## config.mk

```make
export PLATFORM = sky130hd
export DESIGN_NAME = sts_top
export DESIGN_NICKNAME = d
export VERILOG_FILES = /design/src/rtl/sts_pkg.sv /design/src/rtl/sts_serial_if.sv /design/src/rtl/sts_shutter_mux.sv /design/src/rtl/sts_top.sv
export SDC_FILE = /design/constraint.sdc
export NUM_CORES = 1
export LEC_CHECK = 0
export ABC_AREA = 1
export CAP_MARGIN = 15
export CORE_MARGIN = 2
export CORE_UTILIZATION = 61
export CTS_CLUSTER_DIAMETER = 40
export DETAILED_ROUTE_END_ITERATION = 10
export DONT_BUFFER_PORTS = 1
export PLACE_DENSITY_LB_ADDON = 0.08
export SLEW_MARGIN = 20
export SYNTH_ARGS = -nofsm -noshare
export SYNTH_HDL_FRONTEND = slang
export SYNTH_HIERARCHICAL = 1
export SYNTH_SLANG_ARGS = --single-unit
```

## constraint.sdc

```tcl
create_clock -name mclk_i -period 3.2 [get_ports mclk_i]
set_clock_uncertainty 0.15 [all_clocks]
set_input_delay 0.32 -clock mclk_i [delete_from_list [all_inputs] [get_ports mclk_i]]
set_output_delay 0.32 -clock mclk_i [all_outputs]
set_load 0.01 [all_outputs]
```

## src/rtl/sts_pkg.sv

```systemverilog
// Constants, register map and enumerations of the substrate shutter timing.
// Assumes one 10 MHz clock and register writes arriving over the serial port.
package sts_pkg;

	// Serial frame layout: address byte first, then data, both LSB first
	localparam int unsigned ADDR_W     = 8;
	localparam int unsigned DATA_W     = 24;
	localparam logic [5:0]  FRAME_BITS = 6'h20;

	// Register addresses
	localparam logic [7:0] ADR_TRIGGER   = 8'h60; // Exposure/readout starts
	localparam logic [7:0] ADR_READOUT   = 8'h61; // Readout field count
	localparam logic [7:0] ADR_SYNC_DIS  = 8'h62; // Sync output disable
	localparam logic [7:0] ADR_EXPOSURE  = 8'h63; // Long exposure fields
	localparam logic [7:0] ADR_PULSES    = 8'h64; // Pulses per field
	localparam logic [7:0] ADR_POLARITY  = 8'h66; // Start polarity
	localparam logic [7:0] ADR_FIRST_TOG = 8'h67; // First pulse toggles
	localparam logic [7:0] ADR_EXTRA_TOG = 8'h68; // Extra pulse toggles
	localparam logic [7:0] ADR_SUPPRESS  = 8'h69; // Lines withheld
	localparam logic [7:0] ADR_SEC_SEL   = 8'h6a; // Secondary input select
	localparam logic [7:0] ADR_OUT_SEL   = 8'h6b; // Shutter pin sources
	localparam logic [7:0] ADR_GATE_LINE = 8'h6c; // Sensor-gate line

	// Field positions
	localparam int unsigned TRIG_EXPOSE_BIT  = 3;
	localparam int unsigned TRIG_READOUT_BIT = 7;
	localparam int unsigned TOG_W            = 12; // One toggle position
	localparam int unsigned SEL_W            = 4;  // One pin source select

	// Reset values
	localparam logic [23:0] EXTRA_TOG_RST = 24'hffffff; // Extra pulse off
	localparam logic [23:0] FIRST_TOG_RST = 24'h000000;
	localparam logic [11:0] PULSES_RST    = 12'h001;
	localparam logic [11:0] ZERO12        = 12'h000;
	localparam logic [11:0] ONE12         = 12'h001;
	localparam logic [2:0]  ZERO3         = 3'h0;
	localparam logic [2:0]  ONE3          = 3'h1;
	localparam logic [3:0]  SEC_SEL_RST   = 4'h0;
	localparam logic [11:0] OUT_SEL_RST   = 12'h000;

	// Driver output levels
	typedef enum logic [1:0] {
		LVL_HIGH   = 2'b00,
		LVL_MID    = 2'b01,
		LVL_LOW    = 2'b10,
		LVL_LOWEST = 2'b11
	} sts_level_t;

	// Exposure sequencer
	typedef enum logic [1:0] {
		SEQ_IDLE    = 2'b00,
		SEQ_EXPOSE  = 2'b01,
		SEQ_READOUT = 2'b10
	} sts_seq_t;

endpackage

```

## src/rtl/sts_serial_if.sv

```systemverilog
// Write-only 3-wire serial register port.
// Assumes pins synchronous to mclk_i and a serial clock far below it.
module sts_serial_if (
	input  wire logic        mclk_i,
	input  wire logic        reset_n_i,
	input  wire logic        ser_load_n_i,
	input  wire logic        ser_clk_i,
	input  wire logic        ser_data_i,
	output logic             wr_en_o,
	output logic [7:0]       wr_addr_o,
	output logic [23:0]      wr_data_o
);

	logic        sck_q;    // Previous serial clock
	logic        load_q;   // Previous load level
	logic [31:0] shift_q;  // Frame shift register
	logic [5:0]  count_q;  // Bits taken in this frame

	// Edge history of the serial pins
	always_ff @(posedge mclk_i or negedge reset_n_i) begin
		if (!reset_n_i) begin
			sck_q  <= 1'b1;
			load_q <= 1'b1;
		end else begin
			sck_q  <= ser_clk_i;
			load_q <= ser_load_n_i;
		end
	end

	// Shift on rising serial clock while load is low
	always_ff @(posedge mclk_i or negedge reset_n_i) begin
		if (!reset_n_i) begin
			shift_q <= 32'h00000000;
			count_q <= 6'h00;
		end else if (ser_load_n_i) begin
			count_q <= 6'h00;
		end else if (ser_clk_i && !sck_q && count_q != sts_pkg::FRAME_BITS) begin
			// Extra bits past a full frame are ignored
			shift_q <= {ser_data_i, shift_q[31:1]};
			count_q <= count_q + 6'h01;
		end
	end

	// Commit a complete frame when load returns high
	always_ff @(posedge mclk_i or negedge reset_n_i) begin
		if (!reset_n_i) begin
			wr_en_o   <= 1'b0;
			wr_addr_o <= 8'h00;
			wr_data_o <= 24'h000000;
		end else begin
			wr_en_o <= ser_load_n_i && !load_q &&
			           count_q == sts_pkg::FRAME_BITS;
			if (ser_load_n_i && !load_q) begin
				wr_addr_o <= shift_q[7:0];
				wr_data_o <= shift_q[31:8];
			end
		end
	end

endmodule

```

## src/rtl/sts_shutter_mux.sv

```systemverilog
// One shutter pin source selector with a registered output.
// Assumes the ten shutter sources are synchronous to mclk_i.
module sts_shutter_mux (
	input  wire logic       mclk_i,
	input  wire logic       reset_n_i,
	input  wire logic [9:0] sources_i,
	input  wire logic [3:0] select_i,
	output logic            pin_o
);

	// Codes above nine drive the pin low
	always_ff @(posedge mclk_i or negedge reset_n_i) begin
		if (!reset_n_i) begin
			pin_o <= 1'b0;
		end else if (select_i < 4'ha) begin
			pin_o <= sources_i[select_i];
		end else begin
			pin_o <= 1'b0;
		end
	end

endmodule

```

## src/rtl/sts_top.sv

```systemverilog
// Substrate clock shutter timing, secondary select, driver levels and
// shutter pin routing. Assumes line and field sync inputs are synchronous
// levels whose rising edges mark line and field starts.
// Operation
// - Phase ten/thirteen: low gives mid, high low
// - Substrate buffer three-level mapping from two inputs
// - Secondary input from sixteen-way selector
// - Selector resets to phase six
// - Pulse once per line, count from register
// - Polarity and toggle positions are programmable
// - Pulses start line after gate line
// - Shutter registers take effect after gate line
// - Extra pulse on last line in precision mode
// - Maximum extra toggle value disables extra pulse
// - Long exposure counter suppresses substrate and gate
// - Sync disable hides sync outputs during exposure
// - Exposure trigger starts at next field edge
// - Zero exposure count behaves like normal shuttering
// - Withhold pulses for programmed post-gate lines
// - Gate pulses every field unless suppressed
// - Readout fields keep suppressing after exposure
// - Six shutter sources assignable to three pins
// - Four XOR combinations offered as sources
// - Pulse count is twelve bits wide
// - Readout alone starts at next field edge
module sts_top #(
	parameter int unsigned PIX_W  = 12, // Pixel position width
	parameter int unsigned LINE_W = 12  // Line number width
) (
	input  wire logic        mclk_i,
	input  wire logic        reset_n_i,
	input  wire logic        ser_load_n_i,
	input  wire logic        ser_clk_i,
	input  wire logic        ser_data_i,
	input  wire logic        field_sync_i,
	input  wire logic        line_sync_i,
	input  wire logic        vert_phase_six_in_i,
	input  wire logic        vert_phase_eight_in_i,
	input  wire logic        vert_phase_nine_in_i,
	input  wire logic        vert_phase_ten_in_i,
	input  wire logic        vert_phase_thirteen_in_i,
	input  wire logic [7:0]  gate_pulse_i,
	input  wire logic [3:0]  shutter_pulse_i,
	input  wire logic [1:0]  bias_pulse_i,
	output logic             substrate_primary_in_o,
	output logic             substrate_secondary_in_o,
	output logic [1:0]       substrate_level_o,
	output logic [1:0]       vert_ten_level_o,
	output logic [1:0]       vert_thirteen_level_o,
	output logic [7:0]       sensor_gate_pulse_o,
	output logic             field_sync_o,
	output logic             line_sync_o,
	output logic             readout_bias_out_o,
	output logic             mech_shutter_out_o,
	output logic             strobe_out_o,
	output logic             exposure_active_o,
	output logic             readout_active_o
);

	// Positions are compared against twelve-bit toggle fields
	if (PIX_W != sts_pkg::TOG_W || LINE_W < 2) begin : g_check
		$error("sts_top: PIX_W must be 12 and LINE_W at least 2");
	end

	// True while pos lies between the two toggles
	function automatic logic in_window(input logic [11:0] pos,
	                                   input logic [23:0] tog);
		in_window = pos >= tog[11:0] && pos < tog[23:12];
	endfunction

	logic              wr_en;          // One-cycle register write
	logic [7:0]        wr_addr;        // Write address
	logic [23:0]       wr_data;        // Write data
	logic              field_q;        // Previous field sync
	logic              line_q;         // Previous line sync
	logic              vd_edge;        // Field start
	logic              hd_edge;        // Line start
	logic [PIX_W-1:0]  pix_q;          // Pixel position in line
	logic [LINE_W-1:0] line_num_q;     // Line number in field
	logic              after_gate;     // Line after gate line begins
	logic [2:0]        readout_cnt_q;  // Readout fields to suppress
	logic              sync_dis_q;     // Hide syncs during exposure
	logic [11:0]       exposure_cnt_q; // Long exposure fields
	logic [11:0]       pulses_q;       // Pulses per field, written
	logic              pol_q;          // Start polarity, written
	logic [23:0]       first_tog_q;    // First pulse toggles, written
	logic [23:0]       extra_tog_q;    // Extra pulse toggles, written
	logic [11:0]       suppress_q;     // Lines withheld, written
	logic [3:0]        sec_sel_q;      // Secondary input select
	logic [11:0]       out_sel_q;      // Three pin source selects
	logic [LINE_W-1:0] gate_line_q;    // Sensor-gate line number
	logic              sh_pol_q;       // Active copies, updated at the line after the gate line
	logic [23:0]       sh_first_q;
	logic [23:0]       sh_extra_q;
	logic [11:0]       sup_left_q;     // Withheld lines remaining
	logic [11:0]       pul_left_q;     // Pulses remaining in field
	logic [11:0]       sup_src;        // Counter view at this line start
	logic [11:0]       pul_src;
	logic              line_pulse_q;   // Current line carries a pulse
	logic              line_last_q;    // Current line has the last pulse
	logic              exp_pend_q;     // Exposure awaiting field edge
	logic              ro_pend_q;      // Readout awaiting field edge
	logic              exp_set;        // Trigger write requests
	logic              ro_set;
	logic              exp_take;       // Request consumed at field edge
	logic              ro_take;
	logic              go_expose;      // Sequencer decisions
	logic              go_readout;
	sts_pkg::sts_seq_t seq_q;          // Exposure sequencer state
	logic [11:0]       exp_left_q;     // Exposure fields remaining
	logic [2:0]        ro_left_q;      // Readout fields remaining
	logic              sub_supp;       // Substrate pulses suppressed
	logic              extra_on;       // Extra pulse enabled
	logic [15:0]       sec_sources;    // Secondary selector inputs
	logic [9:0]        shut_sources;   // Shutter pin sources
	logic [2:0]        shut_pins;      // Routed shutter pins

	// Serial register port
	sts_serial_if u_serial (
		.mclk_i       (mclk_i),
		.reset_n_i    (reset_n_i),
		.ser_load_n_i (ser_load_n_i),
		.ser_clk_i    (ser_clk_i),
		.ser_data_i   (ser_data_i),
		.wr_en_o      (wr_en),
		.wr_addr_o    (wr_addr),
		.wr_data_o    (wr_data)
	);

	// Register file; writes to unknown addresses are dropped
	always_ff @(posedge mclk_i or negedge reset_n_i) begin
		if (!reset_n_i) begin
			readout_cnt_q  <= sts_pkg::ZERO3;
			sync_dis_q     <= 1'b0;
			exposure_cnt_q <= sts_pkg::ZERO12;
			pulses_q       <= sts_pkg::PULSES_RST;
			pol_q          <= 1'b0;
			first_tog_q    <= sts_pkg::FIRST_TOG_RST;
			extra_tog_q    <= sts_pkg::EXTRA_TOG_RST;
			suppress_q     <= sts_pkg::ZERO12;
			sec_sel_q      <= sts_pkg::SEC_SEL_RST;
			out_sel_q      <= sts_pkg::OUT_SEL_RST;
			gate_line_q    <= '0;
		end else if (wr_en) begin
			unique case (wr_addr)
				sts_pkg::ADR_READOUT:   readout_cnt_q  <= wr_data[2:0];
				sts_pkg::ADR_SYNC_DIS:  sync_dis_q     <= wr_data[0];
				sts_pkg::ADR_EXPOSURE:  exposure_cnt_q <= wr_data[11:0];
				sts_pkg::ADR_PULSES:    pulses_q       <= wr_data[11:0];
				sts_pkg::ADR_POLARITY:  pol_q          <= wr_data[0];
				sts_pkg::ADR_FIRST_TOG: first_tog_q    <= wr_data;
				sts_pkg::ADR_EXTRA_TOG: extra_tog_q    <= wr_data;
				sts_pkg::ADR_SUPPRESS:  suppress_q     <= wr_data[11:0];
				sts_pkg::ADR_SEC_SEL:   sec_sel_q      <= wr_data[3:0];
				sts_pkg::ADR_OUT_SEL:   out_sel_q      <= wr_data[11:0];
				sts_pkg::ADR_GATE_LINE: gate_line_q    <= wr_data[LINE_W-1:0];
				default: ;
			endcase
		end
	end

	// Sync edge history
	always_ff @(posedge mclk_i or negedge reset_n_i) begin
		if (!reset_n_i) begin
			field_q <= 1'b0;
			line_q  <= 1'b0;
		end else begin
			field_q <= field_sync_i;
			line_q  <= line_sync_i;
		end
	end

	assign vd_edge    = field_sync_i && !field_q;
	assign hd_edge    = line_sync_i && !line_q;
	assign after_gate = hd_edge && !vd_edge &&
	                    line_num_q == gate_line_q;

	// Pixel position; saturates on an overlong line
	always_ff @(posedge mclk_i or negedge reset_n_i) begin
		if (!reset_n_i) begin
			pix_q <= '0;
		end else if (hd_edge) begin
			pix_q <= '0;
		end else if (pix_q != {PIX_W{1'b1}}) begin
			pix_q <= pix_q + 1'b1;
		end
	end

	// Line number; a field edge wins over a coincident line edge
	always_ff @(posedge mclk_i or negedge reset_n_i) begin
		if (!reset_n_i) begin
			line_num_q <= '0;
		end else if (vd_edge) begin
			line_num_q <= '0;
		end else if (hd_edge) begin
			line_num_q <= line_num_q + 1'b1;
		end
	end

	// Waveform settings switch only at the line after the gate line,
	// so a write mid-field never bends a pulse already running
	always_ff @(posedge mclk_i or negedge reset_n_i) begin
		if (!reset_n_i) begin
			sh_pol_q   <= 1'b0;
			sh_first_q <= sts_pkg::FIRST_TOG_RST;
			sh_extra_q <= sts_pkg::EXTRA_TOG_RST;
		end else if (after_gate) begin
			sh_pol_q   <= pol_q;
			sh_first_q <= first_tog_q;
			sh_extra_q <= extra_tog_q;
		end
	end

	// At the line after the gate line the counters load straight from
	// the written count and suppress values
	assign sup_src = after_gate ? suppress_q : sup_left_q;
	assign pul_src = after_gate ? pulses_q : pul_left_q;

	// Per-line pulse scheduling
	always_ff @(posedge mclk_i or negedge reset_n_i) begin
		if (!reset_n_i) begin
			sup_left_q   <= sts_pkg::ZERO12;
			pul_left_q   <= sts_pkg::ZERO12;
			line_pulse_q <= 1'b0;
			line_last_q  <= 1'b0;
		end else if (vd_edge) begin
			// Nothing carries across a field boundary
			sup_left_q   <= sts_pkg::ZERO12;
			pul_left_q   <= sts_pkg::ZERO12;
			line_pulse_q <= 1'b0;
			line_last_q  <= 1'b0;
		end else if (hd_edge) begin
			if (sup_src != sts_pkg::ZERO12) begin
				// Withheld line
				sup_left_q   <= sup_src - sts_pkg::ONE12;
				pul_left_q   <= pul_src;
				line_pulse_q <= 1'b0;
				line_last_q  <= 1'b0;
			end else if (pul_src != sts_pkg::ZERO12) begin
				// One pulse in this line
				sup_left_q   <= sts_pkg::ZERO12;
				pul_left_q   <= pul_src - sts_pkg::ONE12;
				line_pulse_q <= 1'b1;
				line_last_q  <= pul_src == sts_pkg::ONE12;
			end else begin
				line_pulse_q <= 1'b0;
				line_last_q  <= 1'b0;
			end
		end
	end

	// Trigger requests; a new write wins over consumption
	assign exp_set = wr_en && wr_addr == sts_pkg::ADR_TRIGGER &&
	                 wr_data[sts_pkg::TRIG_EXPOSE_BIT];
	assign ro_set  = wr_en && wr_addr == sts_pkg::ADR_TRIGGER &&
	                 wr_data[sts_pkg::TRIG_READOUT_BIT];

	always_ff @(posedge mclk_i or negedge reset_n_i) begin
		if (!reset_n_i) begin
			exp_pend_q <= 1'b0;
			ro_pend_q  <= 1'b0;
		end else begin
			exp_pend_q <= exp_set || (exp_pend_q && !exp_take);
			ro_pend_q  <= ro_set || (ro_pend_q && !ro_take);
		end
	end

	// Sequencer decisions at a field edge; a zero exposure count is
	// taken and leaves shuttering untouched
	assign go_expose  = seq_q == sts_pkg::SEQ_IDLE && exp_pend_q &&
	                    exposure_cnt_q != sts_pkg::ZERO12;
	assign exp_take   = vd_edge && seq_q == sts_pkg::SEQ_IDLE && exp_pend_q;
	assign ro_take    = vd_edge && ro_pend_q &&
	                    ((seq_q == sts_pkg::SEQ_IDLE && !go_expose) ||
	                     (seq_q == sts_pkg::SEQ_EXPOSE &&
	                      exp_left_q == sts_pkg::ONE12));
	assign go_readout = ro_take && readout_cnt_q != sts_pkg::ZERO3;

	// Exposure and readout field counting
	always_ff @(posedge mclk_i or negedge reset_n_i) begin
		if (!reset_n_i) begin
			seq_q      <= sts_pkg::SEQ_IDLE;
			exp_left_q <= sts_pkg::ZERO12;
			ro_left_q  <= sts_pkg::ZERO3;
		end else if (vd_edge) begin
			unique case (seq_q)
				sts_pkg::SEQ_IDLE: begin
					if (go_expose) begin
						seq_q      <= sts_pkg::SEQ_EXPOSE;
						exp_left_q <= exposure_cnt_q;
					end else if (go_readout) begin
						seq_q     <= sts_pkg::SEQ_READOUT;
						ro_left_q <= readout_cnt_q;
					end
				end
				sts_pkg::SEQ_EXPOSE: begin
					exp_left_q <= exp_left_q - sts_pkg::ONE12;
					if (exp_left_q == sts_pkg::ONE12) begin
						if (go_readout) begin
							seq_q     <= sts_pkg::SEQ_READOUT;
							ro_left_q <= readout_cnt_q;
						end else begin
							seq_q <= sts_pkg::SEQ_IDLE;
						end
					end
				end
				sts_pkg::SEQ_READOUT: begin
					ro_left_q <= ro_left_q - sts_pkg::ONE3;
					if (ro_left_q == sts_pkg::ONE3) begin
						seq_q <= sts_pkg::SEQ_IDLE;
					end
				end
				default: seq_q <= sts_pkg::SEQ_IDLE;
			endcase
		end
	end

	assign sub_supp = seq_q != sts_pkg::SEQ_IDLE;
	assign extra_on = sh_extra_q != sts_pkg::EXTRA_TOG_RST;

	// Substrate primary drive; idles at the start polarity
	always_ff @(posedge mclk_i or negedge reset_n_i) begin
		if (!reset_n_i) begin
			substrate_primary_in_o <= 1'b0;
		end else begin
			substrate_primary_in_o <= sh_pol_q ^
				(line_pulse_q && !sub_supp &&
				 in_window(pix_q, sh_first_q)) ^
				(line_pulse_q && line_last_q && extra_on && !sub_supp &&
				 in_window(pix_q, sh_extra_q));
		end
	end

	// Gate pulses pass unless a long exposure runs
	always_ff @(posedge mclk_i or negedge reset_n_i) begin
		if (!reset_n_i) begin
			sensor_gate_pulse_o <= 8'h00;
		end else if (seq_q == sts_pkg::SEQ_EXPOSE) begin
			sensor_gate_pulse_o <= 8'h00;
		end else begin
			sensor_gate_pulse_o <= gate_pulse_i;
		end
	end

	// Sync outputs, hidden during exposure when disabled
	always_ff @(posedge mclk_i or negedge reset_n_i) begin
		if (!reset_n_i) begin
			field_sync_o <= 1'b0;
			line_sync_o  <= 1'b0;
		end else if (sync_dis_q && seq_q == sts_pkg::SEQ_EXPOSE) begin
			field_sync_o <= 1'b0;
			line_sync_o  <= 1'b0;
		end else begin
			field_sync_o <= field_sync_i;
			line_sync_o  <= line_sync_i;
		end
	end

	// Secondary selector inputs in code order
	assign sec_sources = {strobe_out_o, mech_shutter_out_o,
	                      readout_bias_out_o, vert_phase_thirteen_in_i,
	                      gate_pulse_i[0], gate_pulse_i[3:1],
	                      gate_pulse_i[7:4],
	                      vert_phase_ten_in_i, vert_phase_nine_in_i,
	                      vert_phase_eight_in_i, vert_phase_six_in_i};

	always_ff @(posedge mclk_i or negedge reset_n_i) begin
		if (!reset_n_i) begin
			substrate_secondary_in_o <= 1'b0;
		end else begin
			substrate_secondary_in_o <= sec_sources[sec_sel_q];
		end
	end

	// Driver levels; one cycle behind their inputs
	always_ff @(posedge mclk_i or negedge reset_n_i) begin
		if (!reset_n_i) begin
			substrate_level_o     <= sts_pkg::LVL_HIGH;
			vert_ten_level_o      <= sts_pkg::LVL_MID;
			vert_thirteen_level_o <= sts_pkg::LVL_MID;
		end else begin
			if (!substrate_primary_in_o) begin
				substrate_level_o <= sts_pkg::LVL_HIGH;
			end else if (!substrate_secondary_in_o) begin
				substrate_level_o <= sts_pkg::LVL_MID;
			end else begin
				substrate_level_o <= sts_pkg::LVL_LOWEST;
			end
			vert_ten_level_o <= vert_phase_ten_in_i ?
				sts_pkg::LVL_LOW : sts_pkg::LVL_MID;
			vert_thirteen_level_o <= vert_phase_thirteen_in_i ?
				sts_pkg::LVL_LOW : sts_pkg::LVL_MID;
		end
	end

	// Shutter sources: six pulses, then four XOR mixes
	assign shut_sources = {
		shutter_pulse_i[0] ^ shutter_pulse_i[2],
		shutter_pulse_i[0] ^ shutter_pulse_i[1],
		shutter_pulse_i[0] ^ bias_pulse_i[1],
		shutter_pulse_i[0] ^ bias_pulse_i[0],
		bias_pulse_i, shutter_pulse_i};

	// Pin 0 bias, pin 1 mechanical shutter, pin 2 strobe
	for (genvar p = 0; p < 3; p++) begin : g_pin
		sts_shutter_mux u_mux (
			.mclk_i    (mclk_i),
			.reset_n_i (reset_n_i),
			.sources_i (shut_sources),
			.select_i  (out_sel_q[p*sts_pkg::SEL_W +: sts_pkg::SEL_W]),
			.pin_o     (shut_pins[p])
		);
	end

	assign readout_bias_out_o = shut_pins[0];
	assign mech_shutter_out_o = shut_pins[1];
	assign strobe_out_o       = shut_pins[2];
	assign exposure_active_o  = seq_q == sts_pkg::SEQ_EXPOSE;
	assign readout_active_o   = seq_q == sts_pkg::SEQ_READOUT;

endmodule

```

Word-level counts from Yosys, hierarchy flattened. Index checks and enable logic that the tools add are counted.

Add/sub/neg operators: 7. Magnitude comparators: 11. Equality and inequality tests: 27. Mux-type cells: 54. Bitwise operators: 7. Reduce and logical (&&, ||, !) cells: 71.

Operators by type and width (count): $mux W12 (15); $eq A8 B7 Y1 const B (12); $reduce_bool A12 Y1 (3); $sub A12 B1 Y12 const B (3); $logic_and A1 B1 Y1 (31); $reduce_and A2 Y1 (13); $add A12 B1 Y12 const B (2); $eq A12 B1 Y1 const B (2); $ge A12 B12 Y1 (2); $lt A12 B12 Y1 (2); $ne A24 B24 Y1 const B (1); $pmux W12 S2 (1); $lt A4 B5 Y1 const B (4); $mux W2 (9); $mux W1 (17); $bmux W1 S4 (4); $eq A12 B12 Y1 (1); $lt A4 B4 Y1 const B (3); $mux W6 (2); $ne A12 B12 Y1 const B (1); $reduce_bool A2 Y1 (5); $logic_not A1 Y1 (9); $mux W3 (3); $pmux W3 S3 (1); 19 further kinds (31).

Register bits: 331. Input port bits: 26. Output and inout bits: 23. Logic and storage cells: 222.

Depth between registers and ports, before layout.
Word-level depth: 11. Gate-level depth with buffers: 21. Mapped depth without buffers: 20.

Hierarchy. The synthesis kept the hierarchy.

By module, submodules not included: sts_top (instances 1, cells each 1581, area an instance 13003.7 um^2, sequential area each 6444.9 um^2); sts_serial_if (instances 1, cells each 303, area an instance 3086.7 um^2, sequential area each 1829.3 um^2); sts_shutter_mux (instances 3, cells each 32, area an instance 153.9 um^2, sequential area each 25.0 um^2).

Least setup slack after synthesis. OpenSTA, ideal clock, no wires.

Path kind: register -> register. Start point: reg line_q. End point: reg pul_left_q[3]. Library setup time: 0.123 ns. Arrival: 2.374 ns. Required time: 2.927 ns. Slack: 0.553 ns. Cell stages (with the launch flop): 20. Buffers on the path: 2. Period minus slack after synthesis: 2.647 ns. Cell sequence: dfrtp_1 -> inv_1 -> nand2_4 -> nor2_8 -> nand3_2 -> nor2_4 -> nand2_4 -> buf_2 -> nand2_1 -> o21ai_0 -> inv_1 -> ha_1 -> nand3_1 -> nor2_4 -> nand3_1 -> buf_4 -> nor2_1 -> nor2_2 -> o21ai_0 -> nand2_1.

Cells in the longest elaborated chain, start to end: 10. Elaborated cells between the ends (all ways): 16. Those cells by class: add/sub (1); mux (6); reduce/logical (9).

RTL lines: start: declaration (RTL line sts_top.sv:75) `logic line_q;`; start signal: assignment (RTL line sts_top.sv:169) `line_q <= line_sync_i;`; $logic_not A1 Y1 (*) (RTL line sts_top.sv:174) `assign hd_edge = line_sync_i && !line_q;`; $logic_and A1 B1 Y1 (*) (RTL line sts_top.sv:174); $logic_and A1 B1 Y1 (2 in a row) (RTL line sts_top.sv:175) `assign after_gate = hd_edge && !vd_edge &&`; $mux W12 (RTL line sts_top.sv:217) `assign pul_src = after_gate ? pulses_q : pul_left_q;`; $sub A12 B1 Y12 (RTL line sts_top.sv:242) `pul_left_q <= pul_src - sts_pkg::ONE12;`; $mux W12 (RTL line sts_top.sv:239) `end else if (pul_src != sts_pkg::ZERO12) begin`; $mux W12 (RTL line sts_top.sv:233) `if (sup_src != sts_pkg::ZERO12) begin`; $mux W12 (RTL line sts_top.sv:232) `end else if (hd_edge) begin`; $mux W12 (RTL line sts_top.sv:226) `end else if (vd_edge) begin`; end signal: assignment (RTL line sts_top.sv:229) `pul_left_q <= sts_pkg::ZERO12;`; end signal: assignment (RTL line sts_top.sv:236) `pul_left_q <= pul_src;`; end signal: assignment (RTL line sts_top.sv:242); end: declaration (RTL line sts_top.sv:96) `logic [11:0] pul_left_q;`.

Mark *: on every way between the ends. The rest lies on a longest branch, timed or not. The select of a mux whose other input is x is not followed. A chain may end at the register's enable or synchronous reset.

Worst setup path in the final report.
Start point: reg line_num_q[2]. End point: reg pul_left_q[1].

Cells in the longest elaborated chain, start to end: 8. Elaborated cells between the ends (all ways): 13. Those cells by class: add/sub (1); eq/ne (1); mux (6); reduce/logical (5).

RTL lines: start: declaration (RTL line sts_top.sv:79) `logic [LINE_W-1:0] line_num_q;`; start signal: assignment (RTL line sts_top.sv:196) `line_num_q <= line_num_q + 1'b1;`; $eq A12 B12 Y1 (*) (RTL line sts_top.sv:176) `line_num_q == gate_line_q;`; $logic_and A1 B1 Y1 (*) (RTL line sts_top.sv:175); $mux W12 (RTL line sts_top.sv:217); $sub A12 B1 Y12 (RTL line sts_top.sv:242); $mux W12 (RTL line sts_top.sv:239); $mux W12 (RTL line sts_top.sv:233); $mux W12 (RTL line sts_top.sv:232); $mux W12 (RTL line sts_top.sv:226).

Marks and branches as above.

==> impl_summary.md <==
Outcome
The checks that failed: hold timing. The run finished, with violations left.

Synth
The xor/xnor share of the synthesized area is 0.741%. The net count after synthesis is 2063. A synthesized cell averages 8.36 sq um. In the synthesized netlist the async set-or-reset flop fraction comes to between 90% and 100%. Yosys mapped the design onto 55 distinct sky130hd cell types. The synthesized design contains 0 enable-type register cells. Multiplexer cells account for less than 1% of the synthesized area. After synthesis, the largest family of logic cells by area is simple AND/OR/NAND/NOR gates. The area share of the leading cell type in the synthesized netlist is around 42%. In the post-synthesis netlist, the biggest area contributors are dfrtp_1 (42%), nand2_1 (11%), dfstp_2 (8.4%). During synthesis, Yosys emitted a total of 6 warnings. The largest total area in the synthesized netlist belongs to dfrtp_1.

In the synthesized netlist, the cells that appear most often are nand2_1 (507), dfrtp_1 (278), inv_1 (254). The fraction of the yosys area taken by sequential cells is approximately half. Summing every instance area after synthesis gives 16600 sq um.

The synthesized netlist devotes 22.5% of its cell area to simple gates. The synthesized netlist devotes 4.31% of its cell area to adder and majority cells. Synthesis produced between 1500 and 2000 cells. In this run, synthesis produced a sequential element count of 331. The synthesized netlist devotes between 10% and 20% of its cell area to compound gates. The most used flip-flop cell after synthesis is dfrtp_1.

The most numerous cell in the Yosys netlist is nand2_1.

Clock tree
The later pin in the worst-skew pair is clocked with a latency of about 530 ps. The number of H-tree branching levels is 2. No sink is reached through more buffers than the 3 on the longest clock path.

The count of clock tree sinks is between 300 and 400. The clock transition at the register clock pins on the worst setup and hold paths after CTS is ~60 ps. TritonCTS built the clock tree. The cell sitting at the root of the clock tree is a clkbuf_16.

The TritonCTS buffer count is 46. The number of hold-repair buffers added at the cts stage is 19.

Pwr
The combinational group share of total power is ~20%. The largest voltage drop on the vdd net is 0.448 mV. The clock network burns between 40% and 50% of the power. The switching power summed over all nets is 3.73 mW. In this run, flip-flops and latches consume 37.3% of the power. The internal power of the cells totals 8.77 mW. The leakage power figure is 8.57 nW. Of the total power, the share spent switching nets is approximately 30%. For this design the ratio of total power to cell area is between 600 and 700 nW/um^2.

Final layout
The final cell count without fillers is 2380. The area added between synthesis and finish is 12.6%. The fill cell instance count of the final layout is around 2100.

The final design area excluding fillers is roughly 19000 sq um. The net count of the finished layout is about 2100. Of the cells placed in the final design, the portion with a size suffix greater than 1 is ~13%.

The share of the core filled with cells is a little over two thirds.

Routing
After detailed routing, the total wire length is around 38000 um. The count of nets left with antenna violations once routing finished came out at 0. The iteration count of the initial detailed-routing pass is 6. The first routing iteration left ~1200 violations. The DRC violations left is 0.

In the routed layout, each cell is associated on average with a via count of 5.42. The total via count after detailed routing is 12908. After detailed routing, the average wire length per cell comes to ~16 um.

Floorplan
The number of cell rows is 60. The die covers 28500 sq um. The floorplan step defined a core boundary enclosing 26800 sq um.

The effective utilization at floorplan is 61.8%. The die is around 170 um tall. The number of primary I/O pins is around 50.

The die extent in x is roughly 170 um.

Worst setup path
The worst setup path is of the register to register kind. The worst setup path is captured at a register. STA classifies the critical path startpoint as a register. Walking the worst path, the cells encountered are xnor2_1 > nand3_1 > nor2_4 > nand2_4 > nand2_1 > o21ai_0 > inv_1 > ha_1 > nand3_1 > nor2_4 > nand2_4 > nor2_8 > nand2_4 > nand2_4 > nand2_4 > nand2_1 > nand2_1. The worst-case reg-to-reg path depth is 17. Data on the critical path arrives at its endpoint at about 3200 ps. The worst register-to-register path begins at line_num_q[2]. At the worst endpoint, the required time is roughly 3500 ps. The largest individual stage delay along the critical path comes from the cell dfrtp_1. In this run the critical register-to-register path is captured at pul_left_q[1].

The setup check on the worst reg-to-reg path leaves a slack of between 200 and 300 ps. The most frequent cell on the critical path is nand2_4. The maximum fanout encountered on the critical timing path is 16. On the worst path, the slowest cell contributes a delay of between 400 and 500 ps.

Placement
The placed instance count is roughly 2300. The detailed placement HPWL is ~25000 um. The area after detailed placement is 16800 sq um. At the end of routability-driven placement, the weighted congestion stood at 0.919.

Before CTS, the worst setup slack after placement is ~180 ps. The number of port buffers is 0.

Global routing
In the global route stage, overall resource usage came out at a little over a quarter. The total overflow left after global routing is 0. The global-route wire length before repair is approximately 62000 um. The initial antenna violation count is 2.

The maximum number of pins on one net before global-route repair is 332. The number of global-route vias before repair came to between 10000 and 15000.

Flow run
The tool flagged a number of max-cap violations equal to 0.

Timing
Setup repair after global routing left no endpoint under its margin. The final critical-path required period is between 2000 and 3000 ps. The worst-case hold slack is -652 ps. Headroom to the max-slew limit came out at about 37%. At the pin with the least slew margin, the transition time is 944 ps.

For this run, the top clock speed supported by timing is 343 MHz. The number of setup violations in the final report is 0. After layout, the worst setup slack is roughly 280 ps. The final max-slew violation count is 0. The final total negative setup slack is 0 ps. In the finished design, the share of the clock period the worst path needs comes to 91.2%. The final-report hold violation count was ~330.

Worst hold path
The tightest min-delay check is of the input port to async pin type.
## routing by layer
layer	part of all wire (%)	global-route usage (%)	up-vias
met5	0.035	0	-
met1	48	41.0	6091
li1	-	-	6460
met3	5.6	4.21	53
met4	1.8	6.60	2
met2	44	41.4	302
## cell families after synthesis
| group | count (synthesis) |
|---|---|
| and+or+nand+nor | 843 |
| muxes | 3 |
| DFF | 331 |
| AOI/OAI and AO/OA | 400 |
| adders and majority gates | 57 |
| xor gates and xnor gates | 14 |
| buffers and inverters | 332 |
## power by group through the flow
| stage | Combinational, mW | Sequential [mW] | Clock, mW |
|---|---|---|---|
| after floorplan | 1.93 | 4.64 | 0 |
| after global placement | 2.38 | 4.72 | 0 |
| after detailed placement | 2.39 | 4.72 | 0 |
| after CTS | 2.42 | 4.66 | 5.47 |
| after global routing | 2.76 | 4.68 | 5.66 |
| final | 2.46 | 4.67 | 5.37 |
## layout make-up
type                    count  area [sq um]  share of cell area (%)
diodes                      2          5.00                  0.0269
clock buffers              61          1290                    6.92
clock inverters            24           367                    1.97
inverters                 268          1010                    5.40
multi-input cells        1317          6840                    36.7
flip-flops and latches    331          8350                    44.8
well taps                 341           427                    2.29
repair buffers             36           345                    1.85
## flip-flops by register name (all words and copies together), names as in the netlist, 24 cells and up
signal	flops
extra_tog_q	24
sh_first_q	24
sh_extra_q	24
u_serial/wr_data_o	24
first_tog_q	24
u_serial/shift_q	32
## placed cells by master, fill, tap and decap left out, types with 4 or more instances in the layout
master,Yosys,routed
a211oi_1,4,4
a21oi_1,50,50
buf_4,1,15
bufinv_16,0,8
clkbuf_1,38,8
clkbuf_16,0,47
clkbuf_8,0,6
clkinv_4,0,4
clkinvlp_4,0,4
dfrtp_1,278,278
dfstp_2,53,53
dlygate4sd3_1,0,18
ha_1,57,57
inv_1,254,253
inv_2,14,15
inv_6,0,4
nand2_1,507,507
nand2_2,26,26
nand2_4,8,8
nand3_1,113,112
nand3b_1,4,4
nand4_1,17,17
nor2_1,111,110
nor2_2,4,5
nor2_4,7,7
nor3_1,20,20
nor4_1,8,8
o211ai_1,6,6
o21ai_0,230,230
o21ai_1,51,51
o21ai_2,35,34
o221ai_1,4,4
o22ai_1,5,5
xnor2_1,4,4
xor2_1,10,10
## worst max-delay path: cells and delay by family, from the launching register on
family | cells | cell delay [ps]
AOI/OAI and AO/OA | 1 | 70
and+or+nand+nor | 13 | 1580
adders and majority gates | 1 | 180
DFF | 1 | 420
xor gates and xnor gates | 1 | 270
buffers and inverters | 1 | 100
## worst max-delay path by stage
stage                              from  cells after the start  slack [ps]            end
after detailed placement         line_q                     15         180  sup_left_q[2]
final                     line_num_q[2]                     17         280  pul_left_q[1]
after floorplan                  line_q                     19         550  pul_left_q[3]
after global routing      line_num_q[1]                     18          30  pul_left_q[1]
after global placement           line_q                     15         230  sup_left_q[2]
after CTS                   line_sync_i                     15         100  sup_left_q[2]
## through the flow
| stage | hold WS (ps) | total power [mW] |
|---|---|---|
| floorplan | -126 | 6.57 |
| global placement | -113 | 7.10 |
| detailed placement | -115 | 7.10 |
| CTS | -674 | 12.5 |
| global route | -672 | 13.1 |
| finish | -652 | 12.5 |
## what timing repair did
| item | 4_1_cts | 5_1_grt |
|---|---|---|
| endpoints found under the hold margin | 365 | 331 |
| endpoints found under the setup margin | 0 | 22 |
| buffers inserted | 0 | 2 |
| gates resized for setup | 0 | 3 |
No activity file was read; power rests on OpenSTA's default activity.
